`config.mk`:
```
export PLATFORM = sky130hd
export DESIGN_NAME = hsc_top
export DESIGN_NICKNAME = d
export VERILOG_FILES = /design/src/hw/hsc_pkg.sv /design/src/hw/hsc_top.sv /design/src/hw/hsc_sync.sv
export SDC_FILE = /design/constraint.sdc
export NUM_CORES = 1
export LEC_CHECK = 0
export ABC_AREA = 1
export ABC_CLOCK_PERIOD_IN_PS = 1250
export BUFFER_PORTS_ARGS = -buffer_cell sky130_fd_sc_hd__buf_2
export CAP_MARGIN = 10
export CORE_UTILIZATION = 42
export DETAILED_ROUTE_END_ITERATION = 10
export PLACE_DENSITY = 0.75
export SYNTH_ARGS = -nofsm -noshare
export SYNTH_HDL_FRONTEND = slang
export SYNTH_SLANG_ARGS = --single-unit
export TNS_END_PERCENT = 30
```
`constraint.sdc`:
```
create_clock -name pclk -period 1.25 [get_ports pclk]
set_input_delay 0.0625 -clock pclk [delete_from_list [all_inputs] [get_ports pclk]]
set_output_delay 0.0625 -clock pclk [all_outputs]
set_load 0.005 [all_outputs]
```
`src/hw/hsc_pkg.sv`:
```
// package of constants and carriers for the halt standby controller
package hsc_pkg;
  // register indices as printed; byte address is four times the index
  localparam logic [7:0] STBY_IDX = 8'h1E;
  localparam logic [7:0] STAT_IDX = 8'h1F;
  localparam logic [7:0] STBY_ADDR = {STBY_IDX[5:0], 2'b00};
  localparam logic [7:0] STAT_ADDR = {STAT_IDX[5:0], 2'b00};
  // standby control register fields
  localparam int RDE_BIT = 7;
  localparam int SCOUT_OFF_BIT = 5;
  localparam int CLK_OFF_BIT = 4;
  localparam int HM_LSB = 2;
  localparam int DRVE_BIT = 0;
  localparam logic [7:0] STBY_RESET = 8'h00;
  localparam logic [7:0] STBY_WMASK = 8'hBD;
  localparam logic [7:0] STBY_RMASK = 8'h3D;
  // halt mode encodings
  localparam logic [1:0] HM_RUN = 2'b00;
  localparam logic [1:0] HM_STOP = 2'b01;
  localparam logic [1:0] HM_IDLE = 2'b10;
  // status register fields
  localparam int ST_STATE_LSB = 0;
  localparam int ST_SVC_BIT = 3;
  localparam int ST_SRC_LSB = 4;
  localparam int ST_HALT_BIT = 7;
  // release source codes
  localparam logic [2:0] SRC_NMI = 3'h0;
  localparam logic [2:0] SRC_EXT_IRQ_ZERO = 3'h1;
  localparam logic [2:0] SRC_INT1 = 3'h2;
  localparam logic [2:0] SRC_DMA0 = 3'h7;
  // timing: reset low time the outside must give to leave stop
  localparam int CLK_HZ = 10000000;
  localparam int RST_HOLD_MS = 3;
  localparam int RST_HOLD_CYC = RST_HOLD_MS * (CLK_HZ / 1000);
  // apb answers
  localparam logic [31:0] RDATA_ZERO = 32'h0000_0000;
  // controller states
  typedef enum logic [2:0] {
    HSC_EXEC,
    HSC_RUN,
    HSC_IDLE,
    HSC_STOP,
    HSC_WAKE
  } hsc_state_t;
  // power and pin controls driven to the rest of the chip
  typedef struct packed {
    logic cpu_stall;
    logic sys_clk_en;
    logic osc_en;
    logic bus_float;
    logic pin_hold;
  } hsc_pwr_t;
  // external interrupt pins after synchronisation
  typedef struct packed {
    logic nmi_n;
    logic irq0;
    logic [4:0] irq15;
  } hsc_irq_t;
endpackage

```
`src/hw/hsc_top.sv`:
```
// halt standby controller: halt modes, release logic and apb registers
//
// Contract
// - halt instruction enters RUN, STOP or IDLE from mode field 00/01/10.
// - RUN halt stops only cpu execution; other blocks keep running.
// - IDLE halt keeps only the oscillator running.
// - STOP halt stops everything including the oscillator.
// - halt leaves only on external interrupt pin request or reset.
// - ext_irq_zero release below mask level resumes without servicing it.
// - micro dma start releases halt only when triggered by ext_irq_zero.
// - release by interrupt at or above mask starts its servicing.
// - unserviced release continues at instruction after the halt.
// - nmi and reset release eligibility ignore mask level.
// - reset releases every halt mode and initialises the device.
// - RUN halt keeps system clock; cpu issues dummy cycles until release.
// - RUN halt samples pending requests on clock output falling edge.
// - RUN halt: int1 to int5 release only when level at or above mask.
// - IDLE halt stops system clock, clock output pin held at 1.
// - IDLE halt detects requests without the system clock.
// - restart after release is synchronised to the clock.
// - IDLE halt released only by nmi, ext_irq_zero or reset; code also releases on micro dma start from ext_irq_zero.
// - STOP halt released only by reset, held low at least 3 ms.
// - STOP with drive bit: pins hold; without: bus floats; reset clears bit.
//
// Local design decision: the APB interface to the registers.
`timescale 1ns/1ps
module hsc_top (
  // apb slave
  input wire logic pclk,
  input wire logic presetn,
  input wire logic [7:0] paddr,
  input wire logic psel,
  input wire logic penable,
  input wire logic pwrite,
  input wire logic [31:0] pwdata,
  output logic [31:0] prdata,
  output logic pready,
  output logic pslverr,
  // cpu and interrupt controller side
  input wire logic halt_instr,
  input wire logic [2:0] interrupt_mask_level,
  input wire logic [2:0] ext_irq_zero_level,
  input wire logic [14:0] ext_irq_one_to_five_level,
  input wire logic dma_req,
  input wire logic dma_from_ext_irq_zero,
  // external interrupt pins
  input wire logic nmi_n_pin,
  input wire logic ext_irq_zero,
  input wire logic [4:0] ext_irq_one_to_five,
  // clock output pin
  output logic clk_pin,
  output logic clk_pin_oe,
  // power controls and resume indications
  output hsc_pkg::hsc_pwr_t pwr,
  output logic dummy_cycle,
  output logic resume_service,
  output logic resume_next,
  output logic [2:0] resume_src,
  output logic rd_psram_mode,
  output logic sys_clk_out_off
);
  hsc_pkg::hsc_state_t state;
  hsc_pkg::hsc_state_t next_state;
  hsc_pkg::hsc_irq_t irq_s;
  hsc_pkg::hsc_pwr_t next_pwr;
  logic [7:0] standby_control_reg;
  logic [1:0] halt_mode_select;
  logic drve;
  logic clk_int;
  logic clk_run;
  logic clk_fall;
  logic next_clk_int;
  logic nmi_prev;
  logic nmi_hit;
  logic rel;
  logic rel_svc;
  logic [2:0] rel_src;
  logic svc_q;
  logic [2:0] src_q;
  logic wr_acc;
  logic rd_setup;
  logic addr_ok;
  logic [7:0] status_val;
  logic [4:0] irq15_ok;

  assign halt_mode_select = standby_control_reg[hsc_pkg::HM_LSB +: 2];
  assign drve = standby_control_reg[hsc_pkg::DRVE_BIT];

  // pin synchronisers; nmi pin idles high
  hsc_sync #(
    .W(7),
    .INIT(7'h40)
  ) u_pin_sync (
    .clk(pclk),
    .rst_n(presetn),
    .d({nmi_n_pin, ext_irq_zero, ext_irq_one_to_five}),
    .q(irq_s)
  );

  // nmi is taken on its falling edge
  always_ff @(posedge pclk or negedge presetn) begin
    if (!presetn) begin
      nmi_prev <= 1'b1;
    end else begin
      nmi_prev <= irq_s.nmi_n;
    end
  end
  assign nmi_hit = nmi_prev & ~irq_s.nmi_n;

  // apb decode
  assign addr_ok = (paddr == hsc_pkg::STBY_ADDR) || (paddr == hsc_pkg::STAT_ADDR);
  assign wr_acc = psel & penable & pready & pwrite;
  assign rd_setup = psel & ~penable & ~pwrite;

  // status value shows controller state and the last release
  always_comb begin
    status_val = 8'h00;
    status_val[hsc_pkg::ST_STATE_LSB +: 3] = state;
    status_val[hsc_pkg::ST_SVC_BIT] = svc_q;
    status_val[hsc_pkg::ST_SRC_LSB +: 3] = src_q;
    status_val[hsc_pkg::ST_HALT_BIT] = (state != hsc_pkg::HSC_EXEC);
  end

  // apb answer: one wait-free access phase after each setup
  always_ff @(posedge pclk or negedge presetn) begin
    if (!presetn) begin
      pready <= 1'b0;
      pslverr <= 1'b0;
      prdata <= hsc_pkg::RDATA_ZERO;
    end else begin
      pready <= psel & ~penable;
      pslverr <= psel & ~penable & ~addr_ok;
      if (rd_setup && paddr == hsc_pkg::STBY_ADDR) begin
        prdata <= {24'h000000, standby_control_reg & hsc_pkg::STBY_RMASK};
      end else if (rd_setup && paddr == hsc_pkg::STAT_ADDR) begin
        prdata <= {24'h000000, status_val};
      end else begin
        prdata <= hsc_pkg::RDATA_ZERO;
      end
    end
  end

  // standby control register; reset clears the drive bit too
  always_ff @(posedge pclk or negedge presetn) begin
    if (!presetn) begin
      standby_control_reg <= hsc_pkg::STBY_RESET;
    end else if (wr_acc && paddr == hsc_pkg::STBY_ADDR) begin
      standby_control_reg <= pwdata[7:0] & hsc_pkg::STBY_WMASK;
    end
  end

  // pin control bits leave as flops
  always_ff @(posedge pclk or negedge presetn) begin
    if (!presetn) begin
      rd_psram_mode <= 1'b0;
      sys_clk_out_off <= 1'b0;
    end else begin
      rd_psram_mode <= standby_control_reg[hsc_pkg::RDE_BIT];
      sys_clk_out_off <= standby_control_reg[hsc_pkg::SCOUT_OFF_BIT];
    end
  end

  // internal clock phase; it halts high in idle and stop
  assign clk_run = (state != hsc_pkg::HSC_IDLE) && (state != hsc_pkg::HSC_STOP);
  assign clk_fall = clk_run & clk_int;
  assign next_clk_int = clk_run ? ~clk_int : 1'b1;
  always_ff @(posedge pclk or negedge presetn) begin
    if (!presetn) begin
      clk_int <= 1'b1;
    end else begin
      clk_int <= next_clk_int;
    end
  end

  // clock output pin: high from the very edge that enters idle or stop, so the pin
  // never shows a last low phase while the power controls already say halted
  always_ff @(posedge pclk or negedge presetn) begin
    if (!presetn) begin
      clk_pin <= 1'b1;
      clk_pin_oe <= 1'b1;
    end else begin
      clk_pin <= next_clk_int | !next_pwr.sys_clk_en |
        standby_control_reg[hsc_pkg::CLK_OFF_BIT];
      clk_pin_oe <= !(next_state == hsc_pkg::HSC_STOP && !drve);
    end
  end

  // int1 to int5 eligible only at or above the mask level
  always_comb begin
    for (int i = 0; i < 5; i++) begin
      irq15_ok[i] = irq_s.irq15[i] &&
        (ext_irq_one_to_five_level[3*i +: 3] >= interrupt_mask_level);
    end
  end

  // release decision per halt mode and source
  always_comb begin
    rel = 1'b0;
    rel_svc = 1'b0;
    rel_src = hsc_pkg::SRC_NMI;
    case (state)
      hsc_pkg::HSC_RUN: begin
        if (clk_fall) begin
          if (nmi_hit) begin
            rel = 1'b1;
            rel_svc = 1'b1;
            rel_src = hsc_pkg::SRC_NMI;
          end else if (irq_s.irq0) begin
            rel = 1'b1;
            rel_svc = (ext_irq_zero_level >= interrupt_mask_level);
            rel_src = hsc_pkg::SRC_EXT_IRQ_ZERO;
          end else if (dma_req && dma_from_ext_irq_zero) begin
            rel = 1'b1;
            rel_svc = 1'b0;
            rel_src = hsc_pkg::SRC_DMA0;
          end else begin
            for (int i = 4; i >= 0; i--) begin
              if (irq15_ok[i]) begin
                rel = 1'b1;
                rel_svc = 1'b1;
                rel_src = hsc_pkg::SRC_INT1 + 3'(i);
              end
            end
          end
        end
      end
      hsc_pkg::HSC_IDLE: begin
        // no clock edge needed: detection runs every oscillator cycle
        if (nmi_hit) begin
          rel = 1'b1;
          rel_svc = 1'b1;
          rel_src = hsc_pkg::SRC_NMI;
        end else if (irq_s.irq0) begin
          rel = 1'b1;
          rel_svc = (ext_irq_zero_level >= interrupt_mask_level);
          rel_src = hsc_pkg::SRC_EXT_IRQ_ZERO;
        end else if (dma_req && dma_from_ext_irq_zero) begin
          rel = 1'b1;
          rel_svc = 1'b0;
          rel_src = hsc_pkg::SRC_DMA0;
        end
      end
      default: begin
        // stop, exec and wake: nothing releases here except reset
        rel = 1'b0;
      end
    endcase
  end

  // state sequence
  always_comb begin
    next_state = state;
    case (state)
      hsc_pkg::HSC_EXEC: begin
        if (halt_instr) begin
          case (halt_mode_select)
            hsc_pkg::HM_STOP: next_state = hsc_pkg::HSC_STOP;
            hsc_pkg::HM_IDLE: next_state = hsc_pkg::HSC_IDLE;
            default: next_state = hsc_pkg::HSC_RUN;
          endcase
        end
      end
      hsc_pkg::HSC_RUN: begin
        if (rel) begin
          next_state = hsc_pkg::HSC_WAKE;
        end
      end
      hsc_pkg::HSC_IDLE: begin
        if (rel) begin
          next_state = hsc_pkg::HSC_WAKE;
        end
      end
      hsc_pkg::HSC_STOP: begin
        next_state = hsc_pkg::HSC_STOP;
      end
      hsc_pkg::HSC_WAKE: begin
        if (clk_fall) begin
          next_state = hsc_pkg::HSC_EXEC;
        end
      end
      default: begin
        next_state = hsc_pkg::HSC_EXEC;
      end
    endcase
  end

  // state register; asynchronous reset leaves any halt
  always_ff @(posedge pclk or negedge presetn) begin
    if (!presetn) begin
      state <= hsc_pkg::HSC_EXEC;
    end else begin
      state <= next_state;
    end
  end

  // remember how the halt was released
  always_ff @(posedge pclk or negedge presetn) begin
    if (!presetn) begin
      svc_q <= 1'b0;
      src_q <= hsc_pkg::SRC_NMI;
    end else if (rel) begin
      svc_q <= rel_svc;
      src_q <= rel_src;
    end
  end

  // resume pulses on the clock falling phase that ends the wake
  always_ff @(posedge pclk or negedge presetn) begin
    if (!presetn) begin
      resume_service <= 1'b0;
      resume_next <= 1'b0;
      resume_src <= hsc_pkg::SRC_NMI;
    end else begin
      resume_service <= (state == hsc_pkg::HSC_WAKE) && clk_fall && svc_q;
      resume_next <= (state == hsc_pkg::HSC_WAKE) && clk_fall && !svc_q;
      if (state == hsc_pkg::HSC_WAKE && clk_fall) begin
        resume_src <= src_q;
      end
    end
  end

  // power controls follow the coming state
  always_comb begin
    next_pwr.cpu_stall = (next_state != hsc_pkg::HSC_EXEC);
    next_pwr.sys_clk_en = (next_state != hsc_pkg::HSC_IDLE) &&
      (next_state != hsc_pkg::HSC_STOP);
    next_pwr.osc_en = (next_state != hsc_pkg::HSC_STOP);
    next_pwr.bus_float = (next_state == hsc_pkg::HSC_STOP) && !drve;
    next_pwr.pin_hold = (next_state == hsc_pkg::HSC_STOP) && drve;
  end

  // registered power controls and dummy cycle marker
  always_ff @(posedge pclk or negedge presetn) begin
    if (!presetn) begin
      pwr <= '{cpu_stall: 1'b0, sys_clk_en: 1'b1, osc_en: 1'b1,
        bus_float: 1'b0, pin_hold: 1'b0};
      dummy_cycle <= 1'b0;
    end else begin
      pwr <= next_pwr;
      dummy_cycle <= (next_state == hsc_pkg::HSC_RUN);
    end
  end
endmodule

```
`src/hw/hsc_sync.sv`:
```
// two flip-flop synchroniser for asynchronous pin inputs
`timescale 1ns/1ps
module hsc_sync #(
  parameter int W = 1,
  parameter logic [W-1:0] INIT = '0
) (
  // clock and reset
  input wire logic clk,
  input wire logic rst_n,
  // async in, synchronised out
  input wire logic [W-1:0] d,
  output logic [W-1:0] q
);
  logic [W-1:0] meta;

  // first stage feeds only the second stage
  always_ff @(posedge clk or negedge rst_n) begin
    if (!rst_n) begin
      meta <= INIT;
      q <= INIT;
    end else begin
      meta <= d;
      q <= meta;
    end
  end
endmodule

```
==> out/summary.txt, run 1 <==
Mapped Area: 2670 sq um
Worst Path Buf+Inv: 2
Switching part of the total: 0.346
Drt total wl: 5710 um
Area post-placement: 3260 sq um
Reg2reg start: standby_control_reg[2]
F_max: 741 MHz
Initial antenna violation count: 0
Syn avg cell area: 9.78 sq um
WS Path Type: register to register
Status: complete, but fails checks
Critical path launch point type: register
Unrepaired setup endpoints after global routing: yes
Slowest cell on crit path: dfrtp_1
Vias per std cell: 4.73
Finished Core Util: 0.612
Clock Power Share: 0.179
Total GRT Usage: 0.172
DR iter-0 viols: 86
Die Ht: 81.7 um
Cells after DPL: 449
Required @ worst endpoint: 1.48 ns
GPL Wtd Cong: 0.826
PnR Total Power: 5.15 mW
PD cells: 1400 nW/um^2
Final Skew: 0.00696 ns
Antenna diode count: 0
CP max stage delay: 0.38 ns
Inserted Clock Buffers: 5
Final nets: 497
Register area: 1360 sq um
Failing checks: setup timing
Clock-pin slew on the worst setup and hold paths: 0.09 ns
Multi-input gate area: 1190 sq um
Synthesized flop and latch total: 54
R2R Setup Slk: -0.1 ns
CP max FO: 6
Worst setup slack after placement: -0.473 ns
Filler Cell Count: 492
P_leak: 1.99 nW
Gr ovfl total: 0
Row Count: 28
Top reg by flops: prdata
Final worst slack: -0.0993 ns
Synth Warn #: 0
Data arrival time of the critical path: 1.58 ns
Max Slew Vio Count: 0
DR pass1 iterations: 4
Syn Inst Count: 273
Via Count: 2256
Design Area, Final: 3690 sq um
Hold Fails Final Rpt: 0
Core Area: 6030 sq um
Tightest Hold Check Type: input port to register
Vias in the first global route: 2067
Fraction of layout cells with a size suffix above 1: 0.428
Later-pin clock latency in the skew report: 0.30 ns
Starting Density: 0.443
Final period util: 1.08
Port Buf Inserts: 74
First-pass GRT wire length: 8710 um
Int Power: 3.37 mW
Top Registers: prdata: 8 flops, u_pin_sync.meta: 7 flops, u_pin_sync.q: 7 flops
Worst Hold Launch: pwdata[3]
CTS Root Cell: clkbuf_8
Post-route insts no fill: 477
Total die area: 6680 sq um
Reg-to-reg critical path endpoint: clk_pin_oe
I/O pin count: 125
Post-route DRC violation count: 0
Top delay family on crit path: flip-flops
Sequential power share: 0.421
CTS tree: yes
MaxCap Viol Count: 0
Yosys cell types: 33
Final worst path period need: 1.35 ns
Maximum clock path buffer count: 2
Hold Path Stages: 3
Logic pwr share: 0.400
CP Capture Type: register
CTS HTree Levels: 2
Sw Pwr: 1.78 mW
Register area share after synthesis: 0.510
Area delta synth->final: 38.2%
Worst path cell trace: inv_1 -> ha_4 -> a21oi_4 -> a22oi_2 -> nand2_2 -> buf_4 -> nand3_1
Final setup viols: 10
Largest register FFs: 8
Fin Hold WS: 0.0203 ns
Reg2reg path depth: 7
ANT nets after route: 0
Drt wl/cell: 12.0 um
Die Width: 81.7 um
Post-route setup TNS: -0.579 ns
Clock sinks: 54
Hold Path End: standby_control_reg[3]
Peak supply drop: 1.14 mV
Pin count of the biggest net entering global routing: 55
Dpl hpwl: 4060 um
## how the worst max path moves through the flow
stage                                  startpoint    endpoint  slack, ns  cells after the start
after global routing                     state[1]      pwr[4]      -0.22                      7
after detailed placement  interrupt_mask_level[1]      pwr[0]      -0.47                     14
after floorplan           interrupt_mask_level[2]      pwr[0]      -0.15                     11
final                      standby_control_reg[2]  clk_pin_oe       -0.1                      7
after CTS                  standby_control_reg[3]      pwr[4]      -0.11                      6
after global placement    interrupt_mask_level[2]      pwr[1]      -0.40                     12
## power groups by stage
| stage | sequential, mW | combinational (mW) | clock (mW) |
|---|---|---|---|
| floorplan | 2.19 | 0.832 | 0 |
| global placement | 2.19 | 1.44 | 0 |
| detailed placement | 2.19 | 1.50 | 0 |
| CTS | 2.15 | 1.76 | 0.951 |
| global route | 2.20 | 2.28 | 1.03 |
| finish | 2.17 | 2.06 | 0.920 |
## cells in the final DEF (no fill, tap or decap), drive strengths merged, types with 2 or more instances in the layout
master and instances:
buf 110, dfrtp 46, nand2 43, inv 43
conb 24, nand3 21, ha 19, nor2 19
dlygate4sd3 14, o21ai 13, a21oi 10, dfstp 8
clkbuf 5, nor3 4, o32ai 3, o31ai 3
nand4 2, o211ai 2, nor4 2, clkinvlp 2
o21bai 2
## logic make-up (layout without fill, tap and decap cells)
logic type / after synthesis / after routing / synth area share
AOI/OAI and AO/OA: 36 / 36 / 0.0928
adders and majority gates: 19 / 19 / 0.0891
buffers and inverters: 68 / 174 / 0.132
DFF: 54 / 54 / 0.510
other: 1 / 24 / 0.00141
and+or+nand+nor: 95 / 95 / 0.174
## synth_stat cells
library cell  instances  area, sq um
o21bai_1              1         7.51
buf_6                 1         11.3
buf_4                24          180
nor2_1               18         67.6
a22oi_1               1         7.51
o211ai_1              2         15.0
dfstp_2               8          210
dfrtp_1              46         1150
ha_1                 19          238
o21ai_0               9         45.0
nand3b_1              1         7.51
nand3_2               2         20.0
nand2_1              41          154
inv_1                43          161
or2_4                 1         8.76
nor3_1                3         15.0
o21bai_2              1         11.3
conb_1                1         3.75
nand3_1              19         95.1
nor4_4                2         42.5
a21oi_1               7         35.0
o221ai_1              1         8.76
a21oi_2               3         26.3
a211oi_1              1         7.51
nor3b_1               1         7.51
nand4_1               2         12.5
nor2_2                1         6.26
and3_1                1         6.26
o31ai_1               3         22.5
nor3_2                1         10.0
nand2_2               2         12.5
o32ai_1               3         26.3
o21ai_2               4         35.0
## layout make-up
cell class                      count  share of cell area
Clock buffer                        5              0.0187
Clock inverter                      2             0.00407
Inverter                           43              0.0438
Multi-Input combinational cell    174               0.322
Sequential cell                    54               0.369
Tap cell                           75              0.0254
Timing Repair Buffer              124               0.217
## what timing repair did
action | 4_1_cts | 5_1_grt
hold buffers | 14 | 0
setup endpoints to repair | 15 | 18
endpoints found under the hold margin | 63 | 0
gates resized for setup | 24 | 21
setup buffers | 4 | 4
pin swaps | 8 | 13
## worst min-delay path: stages
cell and delay, ns:
buf_2 0.09, inv_1 0.06, o21ai_2 0.07
## routing by layer
metal  vias to the layer above  GRT usage  routed length, um
met3                        13     0.0278                186
met5                         -          0                  0
met4                         0     0.0632                129
met1                      1085      0.206               2340
met2                        63      0.308               3060
li1                       1095          -                  -
Note: power is estimated with default switching activity, not from simulation.
==> run 2, diff against run 1 <==
--- a/config.mk
+++ b/config.mk
@@ -15,4 +15,3 @@
 export SYNTH_ARGS = -nofsm -noshare
 export SYNTH_HDL_FRONTEND = slang
 export SYNTH_SLANG_ARGS = --single-unit
-export TNS_END_PERCENT = 30
==> run 2 against run 1 <==
  * The run still ends with setup timing left
  * Hold slack got worse by 0.0087 ns
  * Highest routed layer unchanged
  * Clock power increased by 9%
  * Combinational power decreased by 8%
  * Worst setup slack got worse by 0.048 ns
==> out/summary.txt, run 2 (synthesis results as in run 1) <==
Inserted Clock Buffers: 5 (unchanged)
CP max FO: 6 (unchanged)
Final Skew: 0.00539 ns (-0.00157 ns)
Drt wl/cell: 11.9 um (-0.78%)
WS Path Type: register to register
PD cells: 1410 nW/um^2 (+0.82%)
Top Registers: prdata: 8 flops, u_pin_sync.meta: 7 flops, u_pin_sync.q: 7 flops
Final worst path period need: 1.40 ns (+0.0477 ns)
Commonest non-fill, non-tap cell in the layout: buf_2
Post-route insts no fill: 474 (-0.63%)
Filler Cell Count: 497 (+1.0%)
Die Ht: 81.7 um (unchanged)
Status: complete, but fails checks
CTS tree: yes
Maximum clock path buffer count: 2 (unchanged)
Later-pin clock latency in the skew report: 0.30 ns (about the same)
Row Count: 28 (unchanged)
Reg2reg path depth: 7 (unchanged)
Worst setup slack after placement: -0.506 ns (-0.0327 ns)
CP Capture Type: register
Area post-placement: 3260 sq um (about the same)
Initial antenna violation count: 0 (unchanged)
Area delta synth->final: 35.3%
Final worst slack: -0.147 ns (-0.0477 ns)
I/O pin count: 125 (unchanged)
Clock sinks: 54 (unchanged)
Largest register FFs: 8 (unchanged)
ANT nets after route: 0 (unchanged)
Fraction of layout cells with a size suffix above 1: 0.404 (-0.0244)
Cells after DPL: 449 (unchanged)
P_leak: 1.98 nW (-0.27%)
F_max: 716 MHz (-3.4%)
Required @ worst endpoint: 1.49 ns (about the same)
Finished Core Util: 0.599 (-0.0129)
CTS HTree Levels: 2 (unchanged)
Starting Density: 0.443 (unchanged)
Final setup viols: 14 (+4)
Post-route DRC violation count: 0 (unchanged)
Tightest Hold Check Type: input port to register
Hold Fails Final Rpt: 0 (unchanged)
Vias in the first global route: 2125 (+2.8%)
Drt total wl: 5630 um (-1.4%)
Unrepaired setup endpoints after global routing: yes
Data arrival time of the critical path: 1.64 ns (+0.06 ns)
Critical path launch point type: register
DR pass1 iterations: 4 (unchanged)
Clock-pin slew on the worst setup and hold paths: 0.09 ns (about the same)
Post-route setup TNS: -1.09 ns (-0.508 ns)
Failing checks: setup timing
Top reg by flops: prdata
Final nets: 493 (-0.80%)
Core Area: 6030 sq um (unchanged)
Gr ovfl total: 0 (unchanged)
Total GRT Usage: 0.175 (+0.00350)
GPL Wtd Cong: 0.818 (-0.98%)
CTS Root Cell: clkbuf_8
Vias per std cell: 4.67 (-1.3%)
Max Slew Vio Count: 0 (unchanged)
Pin count of the biggest net entering global routing: 55 (unchanged)
PnR Total Power: 5.08 mW (-1.3%)
Final period util: 1.12 (+0.0382)
Via Count: 2213 (-1.9%)
Antenna diode count: 0 (unchanged)
Most frequent cells in the layout: buf_2 (74), dfrtp_1 (44), inv_1 (38), nand2_1 (38), buf_4 (32)
MaxCap Viol Count: 0 (unchanged)
Die Width: 81.7 um (unchanged)
Peak supply drop: 1.10 mV (-3.9%)
First-pass GRT wire length: 8970 um (+3.0%)
Hold Path Stages: 3 (unchanged)
DR iter-0 viols: 109 (+27%)
Design Area, Final: 3610 sq um (-2.1%)
Dpl hpwl: 4080 um (+0.56%)
Port Buf Inserts: 74 (unchanged)
Fin Hold WS: 0.0116 ns (-0.00871 ns)
Total die area: 6680 sq um (unchanged)
[run 2: cell count changes in the layout (fill, tap and decap cells not counted), sizes merged]
cell         change
buf              -3
clkbuf           +1
clkinv           +2
clkinvlp         -2
dlygate4sd3      -1
[run 2: final cells by class]
type	count	area [sq um]	share of cell area
Inverter	43	161	0.0447
Multi-Input combinational cell	174	1130	0.313
Clock inverter	2	17.5	0.00485
Sequential cell	54	1360	0.378
Timing Repair Buffer	120	761	0.211
Tap cell	75	93.8	0.0260
Clock buffer	6	82.6	0.0229
[run 2: path summary, 6_finish.rpt]
| kind | from | endpoint | slack, ns |
|---|---|---|---|
| setup / recovery | u_pin_sync.q[5] | pwr[0] | -0.15 |
| hold / removal | pwdata[2] | standby_control_reg[2] | 0.01 |
| setup reg to reg | u_pin_sync.q[5] | pwr[0] | -0.15 |
| hold reg to reg | u_pin_sync.meta[3] | u_pin_sync.q[3] | 0.36 |
| max in group asynchronous | presetn | clk_int | 0.69 |
| min in group asynchronous | presetn | sys_clk_out_off | 0.28 |
[run 2: critical path, stage by stage, from the launching register on]
cell and delay (ns):
dfrtp_1 0.44, nor2_1 0.20, inv_2 0.10, nor2_1 0.12
nand4_1 0.14, nand2_2 0.18, nand2_4 0.07, nor2_1 0.09
[run 2: timing repair]
action                     4_1_cts  5_1_grt
hold endpoints to repair        62        0
buffers inserted                 2        2
pin swaps                        1        4
setup endpoints to repair       15       18
hold buffers                    13        0
gates resized for setup         14       14
[run 2: layer usage]
layer  share of wire  track usage
met1            0.41        0.205
met4           0.024       0.0456
met3           0.042       0.0267
met5               0            0
met2            0.53        0.331
[run 2: report_power, final]
group,internal (mW),switching (mW)
Combinational,0.862,1.03
Clock,0.456,0.548
Sequential,2.04,0.149
==> run 3, diff against run 2 <==
--- a/config.mk
+++ b/config.mk
@@ -14,4 +14,5 @@
 export PLACE_DENSITY = 0.75
 export SYNTH_ARGS = -nofsm -noshare
 export SYNTH_HDL_FRONTEND = slang
+export SYNTH_HIERARCHICAL = 1
 export SYNTH_SLANG_ARGS = --single-unit
==> run 3 against run 2 <==
  * The run still ends with setup timing left
  * Via count shrank 2.5%
  * Sequential share of layout area shrank 1.3 points
  * Maximum frequency shrank 3.8%
  * Sequential power is essentially flat
  * Sequential cell count is the same
  * Non-clock buffer count grew 2
  * Power grew 5.9%
  * Hold slack gained 0.0022 ns
  * Global-route usage shrank 0.39 points
  * First-iteration DRC count shrank 19%
  * Register-to-register slack lost 0.05 ns
==> out/summary.txt, run 3 <==
Synthesized flop and latch total: 54 (unchanged)
Most Used Layer, Global Route: met2
Top post-synthesis cells by area: dfrtp_1 (43%), ha_1 (8.9%), dfstp_2 (7.9%)
Peak supply drop: 0.992 mV (-9.6%)
CTS HTree Levels: 2 (unchanged)
Area post-placement: 3300 sq um (+1.2%)
Multi-input gate area: 1230 sq um (+8.8%)
Required @ worst endpoint: 1.45 ns (-0.04 ns)
Status: complete, but fails checks
Data arrival time of the critical path: 1.65 ns (about the same)
Total die area: 6690 sq um (+0.13%)
Yosys cell types: 41 (+24%)
Clock sinks: 54 (unchanged)
Design Area, Final: 3740 sq um (+3.6%)
Hold Path Stages: 3 (unchanged)
Core Area: 6030 sq um (unchanged)
Clock-pin slew on the worst setup and hold paths: 0.09 ns (about the same)
Final worst slack: -0.202 ns (-0.0549 ns)
Max Slew Vio Count: 0 (unchanged)
Syn avg cell area: 10.2 sq um (+3.9%)
End of the critical path: pwr[4]
CP startpoint: state[0]
Synth top cells by count: dfrtp_1 (46), nand2_1 (33), inv_1 (32)
Reg2reg path depth: 8 (+1)
P_leak: 1.98 nW (about the same)
Inserted Clock Buffers: 5 (unchanged)
Most numerous cell in the Yosys netlist: dfrtp_1
Final setup viols: 14 (unchanged)
Final Skew: 0.00871 ns (+0.00332 ns)
Pin count of the biggest net entering global routing: 55 (unchanged)
Tightest Hold Check Type: input port to register
Post-route DRC violation count: 0 (unchanged)
Die Ht: 81.8 um (about the same)
MaxCap Viol Count: 0 (unchanged)
DR pass1 iterations: 4 (unchanged)
Top cell type's share of synthesized area: 0.431 (-0.000606)
Area delta synth->final: 39.9%
Antenna diode count: 0 (unchanged)
ANT nets after route: 0 (unchanged)
Routing usage on met1: 0.214 (+0.00884)
Die Width: 81.8 um (about the same)
Commonest non-fill, non-tap cell in the layout: buf_2
PD cells: 1440 nW/um^2 (+2.3%)
DR iter-0 viols: 88 (-19%)
Asr flop ratio synth: 1.00 (unchanged)
Most frequent cells in the layout: buf_2 (73), dfrtp_1 (44), buf_4 (31)
Mapped Area: 2670 sq um (+0.14%)
Worst setup slack after placement: -0.440 ns (+0.0657 ns)
M2 GR Usage: 0.295 (-0.0358)
Register area: 1360 sq um (unchanged)
PnR Total Power: 5.38 mW (+5.9%)
Later-pin clock latency in the skew report: 0.30 ns (about the same)
Area leader, netlist: dfrtp_1
Total GRT Usage: 0.171 (-0.00387)
Post-route setup TNS: -1.85 ns (-0.769 ns)
CTS Root Cell: clkbuf_8
Hold Fails Final Rpt: 0 (unchanged)
Unrepaired setup endpoints after global routing: yes
Drt wl/cell: 11.8 um (-0.67%)
Dpl hpwl: 4060 um (-0.49%)
Reg-to-reg critical path endpoint: pwr[4]
CP max FO: 5 (-1)
R2R Setup Slk: -0.20 ns (-0.05 ns)
Maximum clock path buffer count: 2 (unchanged)
F_max: 689 MHz (-3.8%)
Via Count: 2158 (-2.5%)
Synth Warn #: 6 (+6)
Critical path launch point type: register
Starting Density: 0.444 (+0.000623)
CP Capture Type: register
Final nets: 485 (-1.6%)
GPL Wtd Cong: 0.774 (-5.4%)
Filler Cell Count: 460 (-7.4%)
Final worst path period need: 1.45 ns (+0.0549 ns)
EDFF count, synth: 0 (unchanged)
Row Count: 28 (unchanged)
WS Path Type: register to register
Register area share after synthesis: 0.509 (-0.000716)
Vias per std cell: 4.64 (-0.60%)
First-pass GRT wire length: 8620 um (-3.9%)
Vias in the first global route: 1991 (-6.3%)
GR Util met3: 0.0300 (+0.00333)
I/O pin count: 125 (unchanged)
Fin Hold WS: 0.0138 ns (+0.00218 ns)
Gr ovfl total: 0 (unchanged)
Fraction of layout cells with a size suffix above 1: 0.456 (+0.0529)
Largest register FFs: 8 (unchanged)
Initial antenna violation count: 0 (unchanged)
Drt total wl: 5490 um (-2.6%)
Reg2reg start: state[0]
Top Registers: prdata: 8 flops, u_pin_sync/meta: 7 flops, u_pin_sync/q: 7 flops
Syn Inst Count: 263 (-3.7%)
Synth Flop Type: dfrtp_1
CTS tree: yes
Failing checks: setup timing
Top reg by flops: prdata
Final period util: 1.16 (+0.0439)
Port Buf Inserts: 74 (unchanged)
[run 3: cell types whose count changed in the layout (fill, tap and decap cells not counted), sizes merged, moves of 3 or more]
cell and change:
nand2 -5, o21ai -5, mux2 +3, inv -6
[run 3: layout make-up]
| cell class | count | share of cell area |
|---|---|---|
| repair buffers | 122 | 0.212 |
| clock buffers | 6 | 0.0221 |
| well taps | 75 | 0.0251 |
| multi-input cells | 169 | 0.329 |
| flip-flops and latches | 54 | 0.365 |
| clock inverters | 1 | 0.00803 |
| inverters | 38 | 0.0391 |
[run 3: cell families after synthesis]
logic type               synth area share
AO/OA/AOI/OAI                      0.0796
adder cells (fa/ha/maj)            0.0890
buffers and inverters               0.123
flip-flops                          0.509
multiplexers                       0.0126
other                             0.00140
AND/OR/NAND/NOR                     0.185
[run 3: worst min-delay path by stage]
stage	startpoint	end	slack, ns
2_1_floorplan	presetn	dummy_cycle	-0.23
3_3_place_gp	presetn	sys_clk_out_off	0.07
3_5_place_dp	presetn	sys_clk_out_off	0.08
4_1_cts	pwdata[4]	standby_control_reg[4]	0.002
5_1_grt	pwdata[0]	standby_control_reg[0]	0.02
6_report	pwdata[0]	standby_control_reg[0]	0.01
[run 3: what timing repair did]
action                     4_1_cts  5_1_grt
pin swaps                        3       15
setup buffers                    2        3
hold buffers                    12        2
hold endpoints to repair        57        2
resized for setup                9       25
setup endpoints to repair       15       17
[run 3: per-layer routing]
layer,part of all wire,wire [um],up-vias
met1,0.42,2280,1015
met2,0.53,2890,65
met4,0.015,80,0
met5,0,0,-
li1,-,-,1069
met3,0.043,235,9
[run 3: power by group]
group	switching [mW]	leakage (nW)	internal, mW	total [mW]
sequential	0.157	0.664	2.05	2.21
clock	0.499	0.0573	0.640	1.14
combinational	1.06	1.26	0.972	2.04
[run 3: worst max-delay path: stages, from the launching register on]
cell and delay [ns]:
dfrtp_1 0.41, inv_2 0.07, nor3_4 0.20, nand2_2 0.12
o21bai_4 0.22, nand4_4 0.08, nand3_4 0.09, nor2_2 0.09
nand2_1 0.05
[run 3: through the flow]
step / cells / util
after CTS: 461 / 0.593
after detailed placement: 440 / 0.548
after floorplan: 286 / -
final: 465 / 0.621
after global placement: 440 / 0.548
after global routing: 465 / 0.621
